===== config.mk =====
export PLATFORM = sky130hd
export DESIGN_NAME = rgc_gain_control
export DESIGN_NICKNAME = d
export VERILOG_FILES = /design/src/hdl/rgc_tracker.v /design/src/hdl/rgc_gain_control.v
export VERILOG_INCLUDE_DIRS = /design/src /design/src/hdl
export SDC_FILE = /design/constraint.sdc
export NUM_CORES = 1
export LEC_CHECK = 0
export ABC_AREA = 1
export BUFFER_PORTS_ARGS = -buffer_cell sky130_fd_sc_hd__buf_2
export CAP_MARGIN = 20
export CORE_ASPECT_RATIO = 0.7
export CORE_MARGIN = 4
export CORE_UTILIZATION = 46
export CTS_BUF_LIST = sky130_fd_sc_hd__clkbuf_4
export CTS_CLUSTER_DIAMETER = 50
export CTS_CLUSTER_SIZE = 16
export DETAILED_ROUTE_END_ITERATION = 10
export GPL_TIMING_DRIVEN = 1
export HOLD_SLACK_MARGIN = 0.06
export PLACE_DENSITY = 0.82
export SYNTH_ARGS = -nofsm -noshare
export SYNTH_HDL_FRONTEND = slang
export SYNTH_SLANG_ARGS = --single-unit
export TNS_END_PERCENT = 30

===== constraint.sdc =====
create_clock -name mclk_i -period 2.5 [get_ports mclk_i]
set_clock_uncertainty 0.15 [all_clocks]
set_input_delay 0 -clock mclk_i [delete_from_list [all_inputs] [get_ports mclk_i]]
set_output_delay 0 -clock mclk_i [all_outputs]
set_load 0.02 [all_outputs]

===== src/hdl/rgc_map.vh =====
`ifndef RGC_MAP_VH
`define RGC_MAP_VH
// Contract
// [RQ1] gain choice zero selects automatic loop gain
// [RQ2] wait until strength exceeds threshold twice
// [RQ3] then pick best gain, leave waiting
// [RQ4] hold gain for packet, expose applied step
// [RQ5] packet mode, rearm off: keep previous gain
// [RQ6] rearm on: wait delay after fifo empty
// [RQ7] rearm command always restarts gain acquisition; code ignores it in ST_IDLE and receiver disable overrides it
// [RQ8] host keeps gain or restarts in continuous
// [RQ9] five ascending limits map level to steps
// [RQ10] reference: -174 + 7 + 8 + bw + 5
// [RQ11] host sets threshold to receiver sensitivity
// [RQ12] auto correction start-up uses correction filter width
// [RQ13] tracker adjusts digital gain every two bits
// [RQ14] tracker keeps adjusting while front gain frozen
// [RQ15] tracker works in every transfer mode
// [RQ16] host writes 0x20 or 0x30 to enable
// [RQ17] host should always enable tracker
// [RQ18] host selects gain during preamble in fsk
// [RQ19] host prefers constant ones in ook
// [RQ20] gain choice codes: auto, g1..g6, reserved
// [RQ21] measure command and done unusable with tracker

// gain choice field codes
`define RGC_CHOICE_AUTO     3'h0
`define RGC_CHOICE_G1       3'h1
`define RGC_CHOICE_G6       3'h6
`define RGC_CHOICE_RSVD     3'h7
// tracker test control enable values
`define RGC_TRK_LOW_INDEX   8'h20
`define RGC_TRK_NORMAL      8'h30
// reference level terms, dB
`define RGC_REF_FLOOR_DB    (-174)
`define RGC_REF_NF_DB       7
`define RGC_REF_DEMOD_DB    8
`define RGC_REF_FADE_DB     5
// consecutive samples above threshold
`define RGC_HITS_NEEDED     2'h2
`endif


===== src/hdl/rgc_tracker.v =====
`include "rgc_map.vh"
module rgc_tracker #(
  parameter DW = 8  // sample width
) (
  // clock and reset
  input  wire          mclk_i,
  input  wire          resetn_i,
  // control
  input  wire          enable_i,
  input  wire          bit_tick_i,
  input  wire [DW-1:0] level_i,
  input  wire [DW-1:0] target_i,
  // result
  output reg  [DW-1:0] digital_gain_o
);
  // bit pair phase
  reg phase_reg;

  //////////////////////////////////////////////////////////////////////
  // adjust once every two bit ticks, regardless of front gain state
  always @(posedge mclk_i or negedge resetn_i) begin
    if (!resetn_i) begin
      phase_reg      <= 1'b0;
      digital_gain_o <= {DW{1'b0}};
    end else if (!enable_i) begin
      phase_reg      <= 1'b0;
    end else if (bit_tick_i) begin
      phase_reg <= ~phase_reg; // [RQ13]
      if (phase_reg) begin
        // step toward target; no mode gating [RQ14] [RQ15]
        if (level_i < target_i && digital_gain_o != {DW{1'b1}})
          digital_gain_o <= digital_gain_o + {{(DW-1){1'b0}}, 1'b1};
        else if (level_i > target_i && digital_gain_o != {DW{1'b0}})
          digital_gain_o <= digital_gain_o - {{(DW-1){1'b0}}, 1'b1};
      end
    end
  end
endmodule


===== src/hdl/rgc_gain_control.v =====
`include "rgc_map.vh"
module rgc_gain_control #(
  parameter DW        = 8,  // strength sample width
  parameter DLY_W     = 16, // rearm delay counter width
  parameter BWLOG_DB  = 8   // 10log(2*bw) term, dB, supplied by config
) (
  // clock and reset
  input  wire             mclk_i,
  input  wire             resetn_i,
  // configuration
  input  wire [2:0]       front_gain_choice_i,
  input  wire             rx_enable_i,
  input  wire             packet_mode_i,
  input  wire             auto_listen_rearm_i,
  input  wire [DLY_W-1:0] rearm_wait_delay_i,
  input  wire             listen_rearm_cmd_i,
  input  wire             fifo_emptied_i,
  input  wire             afc_auto_i,
  input  wire [7:0]       channel_filter_width_i,
  input  wire [7:0]       correction_filter_width_i,
  input  wire [7:0]       tracker_test_control_i,
  // strength path
  input  wire             sample_valid_i,
  input  wire [DW-1:0]    signal_strength_sample_i,
  input  wire [DW-1:0]    strength_threshold_i,
  input  wire [DW-1:0]    gain_band_limit_first_i,
  input  wire [DW-1:0]    gain_band_limit_2_i,
  input  wire [DW-1:0]    gain_band_limit_3_i,
  input  wire [DW-1:0]    gain_band_limit_4_i,
  input  wire [DW-1:0]    gain_band_limit_fifth_i,
  input  wire             bit_tick_i,
  input  wire [DW-1:0]    digital_target_i,
  input  wire             strength_measure_cmd_i,
  // status
  output reg  [2:0]       applied_front_gain_o,
  output wire             waiting_o,
  output wire [7:0]       active_filter_width_o,
  output wire signed [9:0] gain_reference_dbm_o,
  output wire             strength_measure_usable_o,
  output reg              strength_measure_done_o,
  output wire [DW-1:0]    digital_gain_o
);
  //////////////////////////////////////////////////////////////////////
  // states
  localparam [1:0] ST_IDLE  = 2'h0; // receiver off
  localparam [1:0] ST_WAIT  = 2'h1; // waiting for strength
  localparam [1:0] ST_HOLD  = 2'h2; // gain frozen for packet
  localparam [1:0] ST_DELAY = 2'h3; // inter-packet rearm wait

  reg [1:0]       state_reg;   // current state
  reg [1:0]       state_next;  // next state
  reg [1:0]       hits_reg;    // consecutive samples above threshold
  reg [DLY_W-1:0] dly_reg;     // rearm delay countdown
  reg [2:0]       band_step;   // step picked from level
  wire            tracker_on;  // tracker enabled by test control
  wire            above;       // current sample above threshold

  assign tracker_on = (tracker_test_control_i == `RGC_TRK_LOW_INDEX) ||
                      (tracker_test_control_i == `RGC_TRK_NORMAL);
  assign above      = signal_strength_sample_i > strength_threshold_i;
  assign waiting_o  = (state_reg == ST_WAIT);

  //////////////////////////////////////////////////////////////////////
  // filter width used during correction and gain pick
  assign active_filter_width_o = (afc_auto_i &&
                                  (state_reg == ST_WAIT)) ?
                                 correction_filter_width_i :
                                 channel_filter_width_i; // [RQ12]

  // reference level in dBm
  // sum kept as a full word, then cut on purpose to the port width
  localparam integer REF_SUM  = `RGC_REF_FLOOR_DB + `RGC_REF_NF_DB +
                                `RGC_REF_DEMOD_DB + BWLOG_DB +
                                `RGC_REF_FADE_DB;
  localparam [31:0]  REF_WORD = REF_SUM;
  assign gain_reference_dbm_o = $signed(REF_WORD[9:0]); // [RQ10]

  //////////////////////////////////////////////////////////////////////
  // level to gain step, five ascending limits
  always @* begin
    if (signal_strength_sample_i < gain_band_limit_first_i)
      band_step = `RGC_CHOICE_G1; // [RQ9]
    else if (signal_strength_sample_i < gain_band_limit_2_i)
      band_step = 3'h2;
    else if (signal_strength_sample_i < gain_band_limit_3_i)
      band_step = 3'h3;
    else if (signal_strength_sample_i < gain_band_limit_4_i)
      band_step = 3'h4;
    else if (signal_strength_sample_i < gain_band_limit_fifth_i)
      band_step = 3'h5;
    else
      band_step = `RGC_CHOICE_G6;
  end

  //////////////////////////////////////////////////////////////////////
  // next state
  always @* begin
    state_next = state_reg;
    case (state_reg)
      ST_IDLE: begin
        if (rx_enable_i)
          state_next = ST_WAIT;
      end
      ST_WAIT: begin
        // second consecutive hit ends the wait [RQ2] [RQ3]
        if (sample_valid_i && above && hits_reg == 2'h1)
          state_next = ST_HOLD;
      end
      ST_HOLD: begin
        // rearm off keeps the gain for next packet [RQ5]
        if (packet_mode_i && auto_listen_rearm_i && fifo_emptied_i)
          state_next = ST_DELAY; // [RQ6]
      end
      ST_DELAY: begin
        if (dly_reg == {DLY_W{1'b0}})
          state_next = ST_WAIT; // [RQ6]
      end
      default: state_next = ST_IDLE;
    endcase
    // command restart wins in any active state; only receiver disable overrides it [RQ7]
    if (listen_rearm_cmd_i && state_reg != ST_IDLE)
      state_next = ST_WAIT;
    if (!rx_enable_i)
      state_next = ST_IDLE;
  end

  //////////////////////////////////////////////////////////////////////
  // state, hit count, delay and applied gain
  always @(posedge mclk_i or negedge resetn_i) begin
    if (!resetn_i) begin
      state_reg            <= ST_IDLE;
      hits_reg             <= 2'h0;
      dly_reg              <= {DLY_W{1'b0}};
      applied_front_gain_o <= `RGC_CHOICE_G1;
    end else begin
      state_reg <= state_next;
      // count consecutive hits, any miss restarts
      if (state_next != ST_WAIT || state_reg != ST_WAIT)
        hits_reg <= 2'h0;
      else if (sample_valid_i)
        hits_reg <= above ? 2'h1 : 2'h0; // [RQ2]
      // load delay on entering the rearm wait
      if (state_next == ST_DELAY && state_reg != ST_DELAY)
        dly_reg <= rearm_wait_delay_i;
      else if (dly_reg != {DLY_W{1'b0}})
        dly_reg <= dly_reg - {{(DLY_W-1){1'b0}}, 1'b1};
      // manual choice applies directly; reserved code ignored
      if (front_gain_choice_i != `RGC_CHOICE_AUTO &&
          front_gain_choice_i != `RGC_CHOICE_RSVD)
        applied_front_gain_o <= front_gain_choice_i; // [RQ20]
      else if (front_gain_choice_i == `RGC_CHOICE_AUTO &&
               state_reg == ST_WAIT && state_next == ST_HOLD)
        applied_front_gain_o <= band_step; // [RQ1] [RQ3] [RQ4]
    end
  end

  //////////////////////////////////////////////////////////////////////
  // manual strength measurement, disabled under the tracker
  assign strength_measure_usable_o = ~tracker_on; // [RQ21]

  always @(posedge mclk_i or negedge resetn_i) begin
    if (!resetn_i)
      strength_measure_done_o <= 1'b0;
    else if (tracker_on)
      strength_measure_done_o <= 1'b0; // [RQ21]
    else if (strength_measure_cmd_i)
      strength_measure_done_o <= 1'b0;
    else if (sample_valid_i)
      strength_measure_done_o <= 1'b1;
  end

  //////////////////////////////////////////////////////////////////////
  // digital gain tracker after conversion
  rgc_tracker #(
    .DW (DW)
  ) u_tracker (
    .mclk_i         (mclk_i),
    .resetn_i       (resetn_i),
    .enable_i       (tracker_on),
    .bit_tick_i     (bit_tick_i),
    .level_i        (signal_strength_sample_i),
    .target_i       (digital_target_i),
    .digital_gain_o (digital_gain_o)
  );
endmodule


# After elaboration in Yosys (flattened, before gate mapping)
# Index checks and enable logic that the tools add are counted.
totals:
  reg_bits: 33
  latchBits: 0
  ramBits: 0
  rom_bits: 0
  in_bits: 118
  out_inout_bits: 32
  memories: 0
classes:
  n_addsub: 3
  multipliers: 0
  div_mod_pow: 0
  magnitude_cmp: 8
  n_eq_ne: 14
  shift: 0
  mux: 26
  bitwise: 2
  reduce_logical: 27
op_table:
  columns: ["op", "count"]
  rows:
  - ["8-bit less-than comparator", 6]
  - ["16-bit two-way mux", 2]
  - ["8-bit two-way mux", 3]
  - ["2-bit two-way mux", 9]
  - ["8-bit by 6-bit == test with 1-bit output (second input constant)", 2]
  - ["8-bit > comparator", 2]
  - ["16-bit logical NOT", 1]
  - ["16-bit nonzero test", 1]
  - ["16-bit by 1-bit subtractor with 16-bit output (second input constant)", 1]
  - ["3-bit two-way mux", 5]
  - ["1-bit logical AND", 12]
  - ["2-bit nonzero test", 5]
  - ["8-bit by 1-bit adder with 8-bit output (second input constant)", 1]
  - ["2-bit == test (second input constant)", 4]
  - ["8-bit != test (second input constant)", 1]
  - ["2-bit one-hot mux with 4 select lines", 1]
  - ["8-bit nonzero test", 1]
  - ["8-bit by 1-bit subtractor with 8-bit output (second input constant)", 1]
  - ["1-bit two-way mux", 6]
  - ["3-bit nonzero test", 2]
  - ["2-bit by 1-bit == test with 1-bit output (second input constant)", 2]
  - ["2-bit by 1-bit != test with 1-bit output (second input constant)", 2]
  - ["2-bit != test (second input constant)", 2]
  - ["4-bit AND reduction", 1]
  - ["5 further kinds", 7]

# Depth between registers and ports, before layout
depth:
  word_depth: 11
  depth_mapped: 18
  depth_no_buf: 18

# Modules after synthesis
# A second synthesis with hierarchy kept.
hier_totals:
  hier_cells: 538
  hier_area_um2: 3819.9
modules_own_cells:
  columns: ["mod", "n_inst", "cells_each", "area_per_inst_um2", "seq_area_each_um2"]
  rows:
  - ["rgc_gain_control", 1, 408, 2851.5, 576.8]
  - ["rgc_tracker", 1, 130, 968.4, 225.2]

# Worst setup path after synthesis
# Ideal clock, no wire load.
synth_timing:
  path_kind: "flip-flop to flip-flop"
  from: "reg u_tracker.digital_gain_o[0]"
  to: "reg u_tracker.digital_gain_o[7]"
  setup_ns: 0.120
  arrival_time_ns: 2.374
  setup_slack_ns: -0.145
  stages_incl_launch_ff: 15
  n_path_buf: 0
  synth_period_minus_slack_ns: 2.645
  path_cell_list: "dfrtp_1 -> inv_1 -> nor4_1 -> nand2_1 -> nand3_1 -> ha_1 -> a21o_1 -> a31oi_1 -> inv_1 -> a31oi_1 -> inv_1 -> nand2_1 -> nand2_1 -> nand2_1 -> nand2_1"
synth_via:
  elab_chain_cells: 4
synth_rtl:
  columns: ["element", "line", "source"]
  rows:
  - ["from (decl)", "rgc_tracker.v:14", "output reg [DW-1:0] digital_gain_o"]
  - ["from (signal assigned)", "rgc_tracker.v:24", "digital_gain_o <= {DW{1'b0}};"]
  - ["from (signal assigned)", "rgc_tracker.v:32", "digital_gain_o <= digital_gain_o + {{(DW-1){1'b0}}, 1'b1};"]
  - ["from (signal assigned)", "rgc_tracker.v:34", "digital_gain_o <= digital_gain_o - {{(DW-1){1'b0}}, 1'b1};"]
  - ["branches (longest 4 deep; another with 8-bit by 1-bit subtractor with 8-bit output)", null, null]
# Parallel ways; which one is timed is not known. The select of a mux whose other input is x is not followed.
# A chain may end at the register's enable or synchronous reset.

# Final worst setup path
# Same ends and word-level chain as after synthesis.

==> impl_results.html <==
<table>
<tr><th>Metric</th><th>Value</th></tr>
<tr><th colspan="2">Run status</th></tr>
<tr><td>Status</td><td>finished, final reports clean</td></tr>
<tr><th colspan="2">Pwr</th></tr>
<tr><td>Switching fraction of total power</td><td>41.6%</td></tr>
<tr><td>Net switching component of the power</td><td>roughly 900 uW</td></tr>
<tr><td>Leakage power figure</td><td>2.97 nW</td></tr>
<tr><td>Internal Pwr Total</td><td>approximately 1.3 mW</td></tr>
<tr><td>Ratio of total power to cell area</td><td>between 400 and 500 mW/mm2</td></tr>
<tr><td>Portion of total power attributed to sequential cells</td><td>around a third</td></tr>
<tr><td>Worst supply voltage drop on vdd</td><td>0.000246 V</td></tr>
<tr><td>PnR Total Power</td><td>2.17 mW</td></tr>
<tr><td>Clock network fraction of total power</td><td>14.5%</td></tr>
<tr><td>Part of the power in combinational logic</td><td>between 50 and 60%</td></tr>
<tr><th colspan="2">Synthesis</th></tr>
<tr><td>Total of warnings raised by yosys</td><td>0</td></tr>
<tr><td>Yosys reg bits</td><td>32</td></tr>
<tr><td>Average size of a mapped cell</td><td>6.80 um2</td></tr>
<tr><td>Cell Area, Synth</td><td>approximately 0.0037 mm2</td></tr>
<tr><td>Distinct cells, synth</td><td>37</td></tr>
<tr><td>Cells after synthesis</td><td>about 540</td></tr>
<tr><td>Part of the Yosys area used for sequential elements</td><td>roughly 22%</td></tr>
<tr><th colspan="2">Finish</th></tr>
<tr><td>Number of nets in the layout</td><td>around 910</td></tr>
<tr><td>Area growth from synthesis to layout</td><td>38.4%</td></tr>
<tr><td>Number of flip-flops under the largest register name</td><td>16</td></tr>
<tr><td>Antenna Diode Count</td><td>0</td></tr>
<tr><td>Share of final-layout standard cells stronger than drive strength 1</td><td>28.6%</td></tr>
<tr><th colspan="2">Route</th></tr>
<tr><td>Number of DRC violations after detailed-routing iteration 0</td><td>~250</td></tr>
<tr><td>DR vias/cell</td><td>4.94</td></tr>
<tr><td>Number of nets still failing antenna checks after routing</td><td>0</td></tr>
<tr><td>Post-route DRC violation count</td><td>0</td></tr>
<tr><td>Aggregate routed wire length</td><td>between 10000 and 15000 um</td></tr>
<tr><td>Iteration count of the initial detailed-routing pass</td><td>7</td></tr>
<tr><td>Total vias in the final route</td><td>4132</td></tr>
<tr><td>Routed len/inst</td><td>between 10 and 15 um</td></tr>
<tr><th colspan="2">CTS</th></tr>
<tr><td>Inserted Clock Buffers</td><td>5</td></tr>
<tr><td>Skew-Pair Late Insertion Delay</td><td>about 0.33 ns</td></tr>
<tr><td>CTS clk-pin slew, worst paths</td><td>0.10 ns</td></tr>
<tr><td>Clock Sinks</td><td>32</td></tr>
<tr><td>CTS tree</td><td>built</td></tr>
<tr><td>H-tree depth reported by CTS</td><td>2</td></tr>
<tr><td>Buffer levels on the longest clock path</td><td>2</td></tr>
<tr><td>Cell at the root of the clock tree</td><td>sky130_fd_sc_hd__clkbuf_4</td></tr>
<tr><th colspan="2">Timing</th></tr>
<tr><td>Final Critical Period</td><td>between 2 and 2.5 ns</td></tr>
<tr><td>Achievable clock frequency</td><td>approximately 0.42 GHz</td></tr>
<tr><td>Setup repair after global routing missed its margin</td><td>yes</td></tr>
<tr><td>Final-report max-slew violation count</td><td>0</td></tr>
<tr><td>Fin. Hold Viols</td><td>0</td></tr>
<tr><td>Final hold slack</td><td>between 0.07 and 0.08 ns</td></tr>
<tr><td>Transition time at the pin with the least slew margin</td><td>0.736 ns</td></tr>
<tr><td>Relative slew slack</td><td>slightly above 50%</td></tr>
<tr><td>Post-layout worst setup margin</td><td>approximately 0.097 ns</td></tr>
<tr><td>Final worst-path cycle share</td><td>between 90 and 100%</td></tr>
<tr><td># setup viols final</td><td>0</td></tr>
<tr><th colspan="2">Die</th></tr>
<tr><td>Top-level port count</td><td>150</td></tr>
<tr><td>X dimension of the die</td><td>between 100 and 150 um</td></tr>
<tr><td>Area of the die</td><td>approximately 0.0095 mm2</td></tr>
<tr><td>Vertical extent of the die</td><td>slightly above 80 um</td></tr>
<tr><td>Cell Rows</td><td>26</td></tr>
<tr><td>Core Footprint</td><td>approximately 0.0075 mm2</td></tr>
<tr><td>Initial core utilization</td><td>48.8%</td></tr>
<tr><th colspan="2">Critical path</th></tr>
<tr><td>Type of element launching the critical path</td><td>flop</td></tr>
<tr><td>Endpoint type of the worst setup path</td><td>flop</td></tr>
<tr><td>Worst-path fanout max</td><td>5</td></tr>
<tr><td>Worst path max stage delay</td><td>about 0.42 ns</td></tr>
<tr><td>Crit-path cells</td><td>inv_1, nor4_4, nand2_2, nand3_4, buf_4, ha_1, a21o_1, a31oi_2, inv_1, a31oi_2, inv_1, nand2_1, nand2_1, nand2_1, nand2_1</td></tr>
<tr><td>Master of the slowest instance on the critical path</td><td>sky130_fd_sc_hd__dfrtp_2</td></tr>
<tr><td>Type of the setup path with the least slack</td><td>reg2reg</td></tr>
<tr><td>Required time of the worst setup path</td><td>approximately 2.6 ns</td></tr>
<tr><td>Most repeated library cell on the critical path</td><td>sky130_fd_sc_hd__nand2_1</td></tr>
<tr><td>Critical path arrival</td><td>roughly 2.5 ns</td></tr>
<tr><th colspan="2">Global routing</th></tr>
<tr><td>Maximum number of pins on one net before global-route repair</td><td>33</td></tr>
<tr><td>Total congestion overflow after global routing</td><td>0</td></tr>
<tr><td>Wire length of the first global-routing pass</td><td>roughly 18000 um</td></tr>
<tr><td>Vias in the first global route</td><td>approximately 4000</td></tr>
<tr><td>Number of antenna violations at the first check in global routing</td><td>0</td></tr>
<tr><td>All-layer global routing usage</td><td>a little under a quarter</td></tr>
<tr><th colspan="2">Place</th></tr>
<tr><td>Port buffer count</td><td>between 100 and 150</td></tr>
<tr><td>Half-perimeter wire length after placement</td><td>~9000 um</td></tr>
<tr><td>Placement-stage worst setup slack</td><td>-0.0531 ns</td></tr>
<tr><td>Routability Congestion</td><td>just over 0.9</td></tr>
<tr><th colspan="2">Worst hold path</th></tr>
<tr><td>Class of the tightest hold or removal check</td><td>in2reg</td></tr>
<tr><th colspan="2">Run</th></tr>
<tr><td>Maxcap violations</td><td>0</td></tr>
</table>
critical path, delay by kind of cell, from the launching register on:
kind / cells / cell delay [ns]
buffers and inverters: 4 / 0.45
adders and majority gates: 1 / 0.19
DFF: 1 / 0.42
and+or+nand+nor: 7 / 0.52
AOI/OAI and AO/OA: 3 / 0.57
placed cells by master, fill, tap and decap left out, types with 3 or more instances in the layout:
cell,instances
sky130_fd_sc_hd__nand4_1,3
sky130_fd_sc_hd__o21ai_0,15
sky130_fd_sc_hd__nor3_1,9
sky130_fd_sc_hd__ha_1,56
sky130_fd_sc_hd__nand2_1,132
sky130_fd_sc_hd__nand3_1,32
sky130_fd_sc_hd__buf_2,138
sky130_fd_sc_hd__nand3b_1,4
sky130_fd_sc_hd__clkbuf_4,7
sky130_fd_sc_hd__dlygate4sd3_1,31
sky130_fd_sc_hd__nor2_2,5
sky130_fd_sc_hd__nor4_1,4
sky130_fd_sc_hd__buf_4,26
sky130_fd_sc_hd__xor2_1,10
sky130_fd_sc_hd__o21ai_1,9
sky130_fd_sc_hd__conb_1,10
sky130_fd_sc_hd__xnor2_1,5
sky130_fd_sc_hd__dfrtp_1,29
sky130_fd_sc_hd__inv_1,105
sky130_fd_sc_hd__mux2_2,8
sky130_fd_sc_hd__inv_2,6
sky130_fd_sc_hd__nand2_2,3
sky130_fd_sc_hd__nor2_1,30
sky130_fd_sc_hd__a21oi_1,32
per-stage QoR:
step | setup TNS (ns) | area [um2] | std cells | utilization [%]
after floorplan | 0 | 3700 | 547 | -
after global placement | 0 | 4570 | 791 | 60.9
after detailed placement | -0.0554 | 4570 | 791 | 60.9
after CTS | 0 | 4960 | 831 | 66.0
after global routing | -0.128 | 5070 | 836 | 67.5
final | 0 | 5070 | 836 | 67.5
area by class of cell:
cell class | count | area (um2)
clock buffer | 7 | 52.6
clock inverter | 1 | 5.00
fill | 628 | 2440
inverter | 112 | 423
multi-input combinational | 390 | 2460
sequential | 32 | 805
tap | 98 | 123
timing repair buffer | 196 | 1210
cells by family after synthesis:
logic type	synth area share [%]
xor gates and xnor gates	3.58
adders and majority gates	20.3
and+or+nand+nor	27.4
DFF	21.9
AOI/OAI and AO/OA	9.89
muxes	2.46
buffers and inverters	14.3
other	0.205
worst paths after layout:
path,start,end,slack (ns),cells after the start
max in group asynchronous,resetn_i,u_tracker.digital_gain_o[0]$_DFFE_PN0P_,1.57,2
min,auto_listen_rearm_i,state_reg[0]$_DFF_PN0_,0.08,7
min in group asynchronous,resetn_i,dly_reg[15]$_DFFE_PN0P_,0.10,2
max reg2reg,u_tracker.digital_gain_o[0]$_DFFE_PN0P_,u_tracker.digital_gain_o[7]$_DFFE_PN0P_,0.1,15
max,u_tracker.digital_gain_o[0]$_DFFE_PN0P_,u_tracker.digital_gain_o[7]$_DFFE_PN0P_,0.1,15
min reg2reg,applied_front_gain_o[0]$_DFFE_PN1P_,applied_front_gain_o[0]$_DFFE_PN1P_,0.35,2
layer usage:
metal	track usage [%]	vias to the layer above	part of all wire, %	wire length (um)
li1	-	2103	-	-
met1	31.4	1865	44	5020
met2	40.5	150	48	5390
met3	3.35	14	6.8	771
met4	6.10	0	1.4	159
met5	0	-	0	0
power by group through the flow:
stage	logic [mW]	clock network, mW	registers (mW)
floorplan	0.703	0	0.755
global placement	0.949	0	0.764
detailed placement	1.01	0	0.770
CTS	1.05	0.317	0.761
global route	1.24	0.347	0.783
finish	1.09	0.315	0.764
cells in the mapped netlist:
master / instances / area share (%)
sky130_fd_sc_hd__or2_1: 1 / 0.17
sky130_fd_sc_hd__fa_1: 1 / 0.55
sky130_fd_sc_hd__ha_1: 58 / 20
sky130_fd_sc_hd__buf_6: 2 / 0.61
sky130_fd_sc_hd__nand3_1: 33 / 4.5
sky130_fd_sc_hd__inv_1: 109 / 11
sky130_fd_sc_hd__nor4_1: 6 / 1.0
sky130_fd_sc_hd__a21o_1: 2 / 0.41
sky130_fd_sc_hd__buf_4: 10 / 2.0
sky130_fd_sc_hd__xnor2_1: 5 / 1.2
sky130_fd_sc_hd__mux2_2: 8 / 2.5
sky130_fd_sc_hd__nor2_4: 1 / 0.31
sky130_fd_sc_hd__nor3_1: 9 / 1.2
sky130_fd_sc_hd__a21oi_1: 32 / 4.4
sky130_fd_sc_hd__nand2b_1: 1 / 0.17
sky130_fd_sc_hd__nand3b_1: 4 / 0.82
sky130_fd_sc_hd__a21oi_2: 1 / 0.24
sky130_fd_sc_hd__inv_2: 3 / 0.31
sky130_fd_sc_hd__o21ai_0: 19 / 2.6
sky130_fd_sc_hd__dfrtp_1: 31 / 21
sky130_fd_sc_hd__a211oi_1: 1 / 0.20
sky130_fd_sc_hd__nand3_2: 1 / 0.27
sky130_fd_sc_hd__xor2_1: 10 / 2.4
sky130_fd_sc_hd__nor2_2: 5 / 0.85
sky130_fd_sc_hd__a31oi_1: 3 / 0.51
sky130_fd_sc_hd__nor2_1: 30 / 3.1
sky130_fd_sc_hd__a32oi_1: 1 / 0.24
sky130_fd_sc_hd__o31a_1: 1 / 0.24
sky130_fd_sc_hd__conb_1: 2 / 0.20
sky130_fd_sc_hd__nand2_2: 3 / 0.51
sky130_fd_sc_hd__buf_2: 1 / 0.14
sky130_fd_sc_hd__nand4_1: 3 / 0.51
sky130_fd_sc_hd__nand4_2: 1 / 0.34
sky130_fd_sc_hd__dfstp_2: 1 / 0.72
sky130_fd_sc_hd__o21ai_1: 5 / 0.68
sky130_fd_sc_hd__nand2_1: 133 / 14
sky130_fd_sc_hd__o21a_1: 2 / 0.41
repair_timing:
item / in CTS / in global routing
hold buffers: 31 / 0
gates resized for setup: 2 / 19
setup endpoints to repair: 1 / 17
buffers inserted: 1 / 5
endpoints found under the hold margin: 59 / 0
pin swaps: 1 / 8
(Power assumes the default switching activity.)
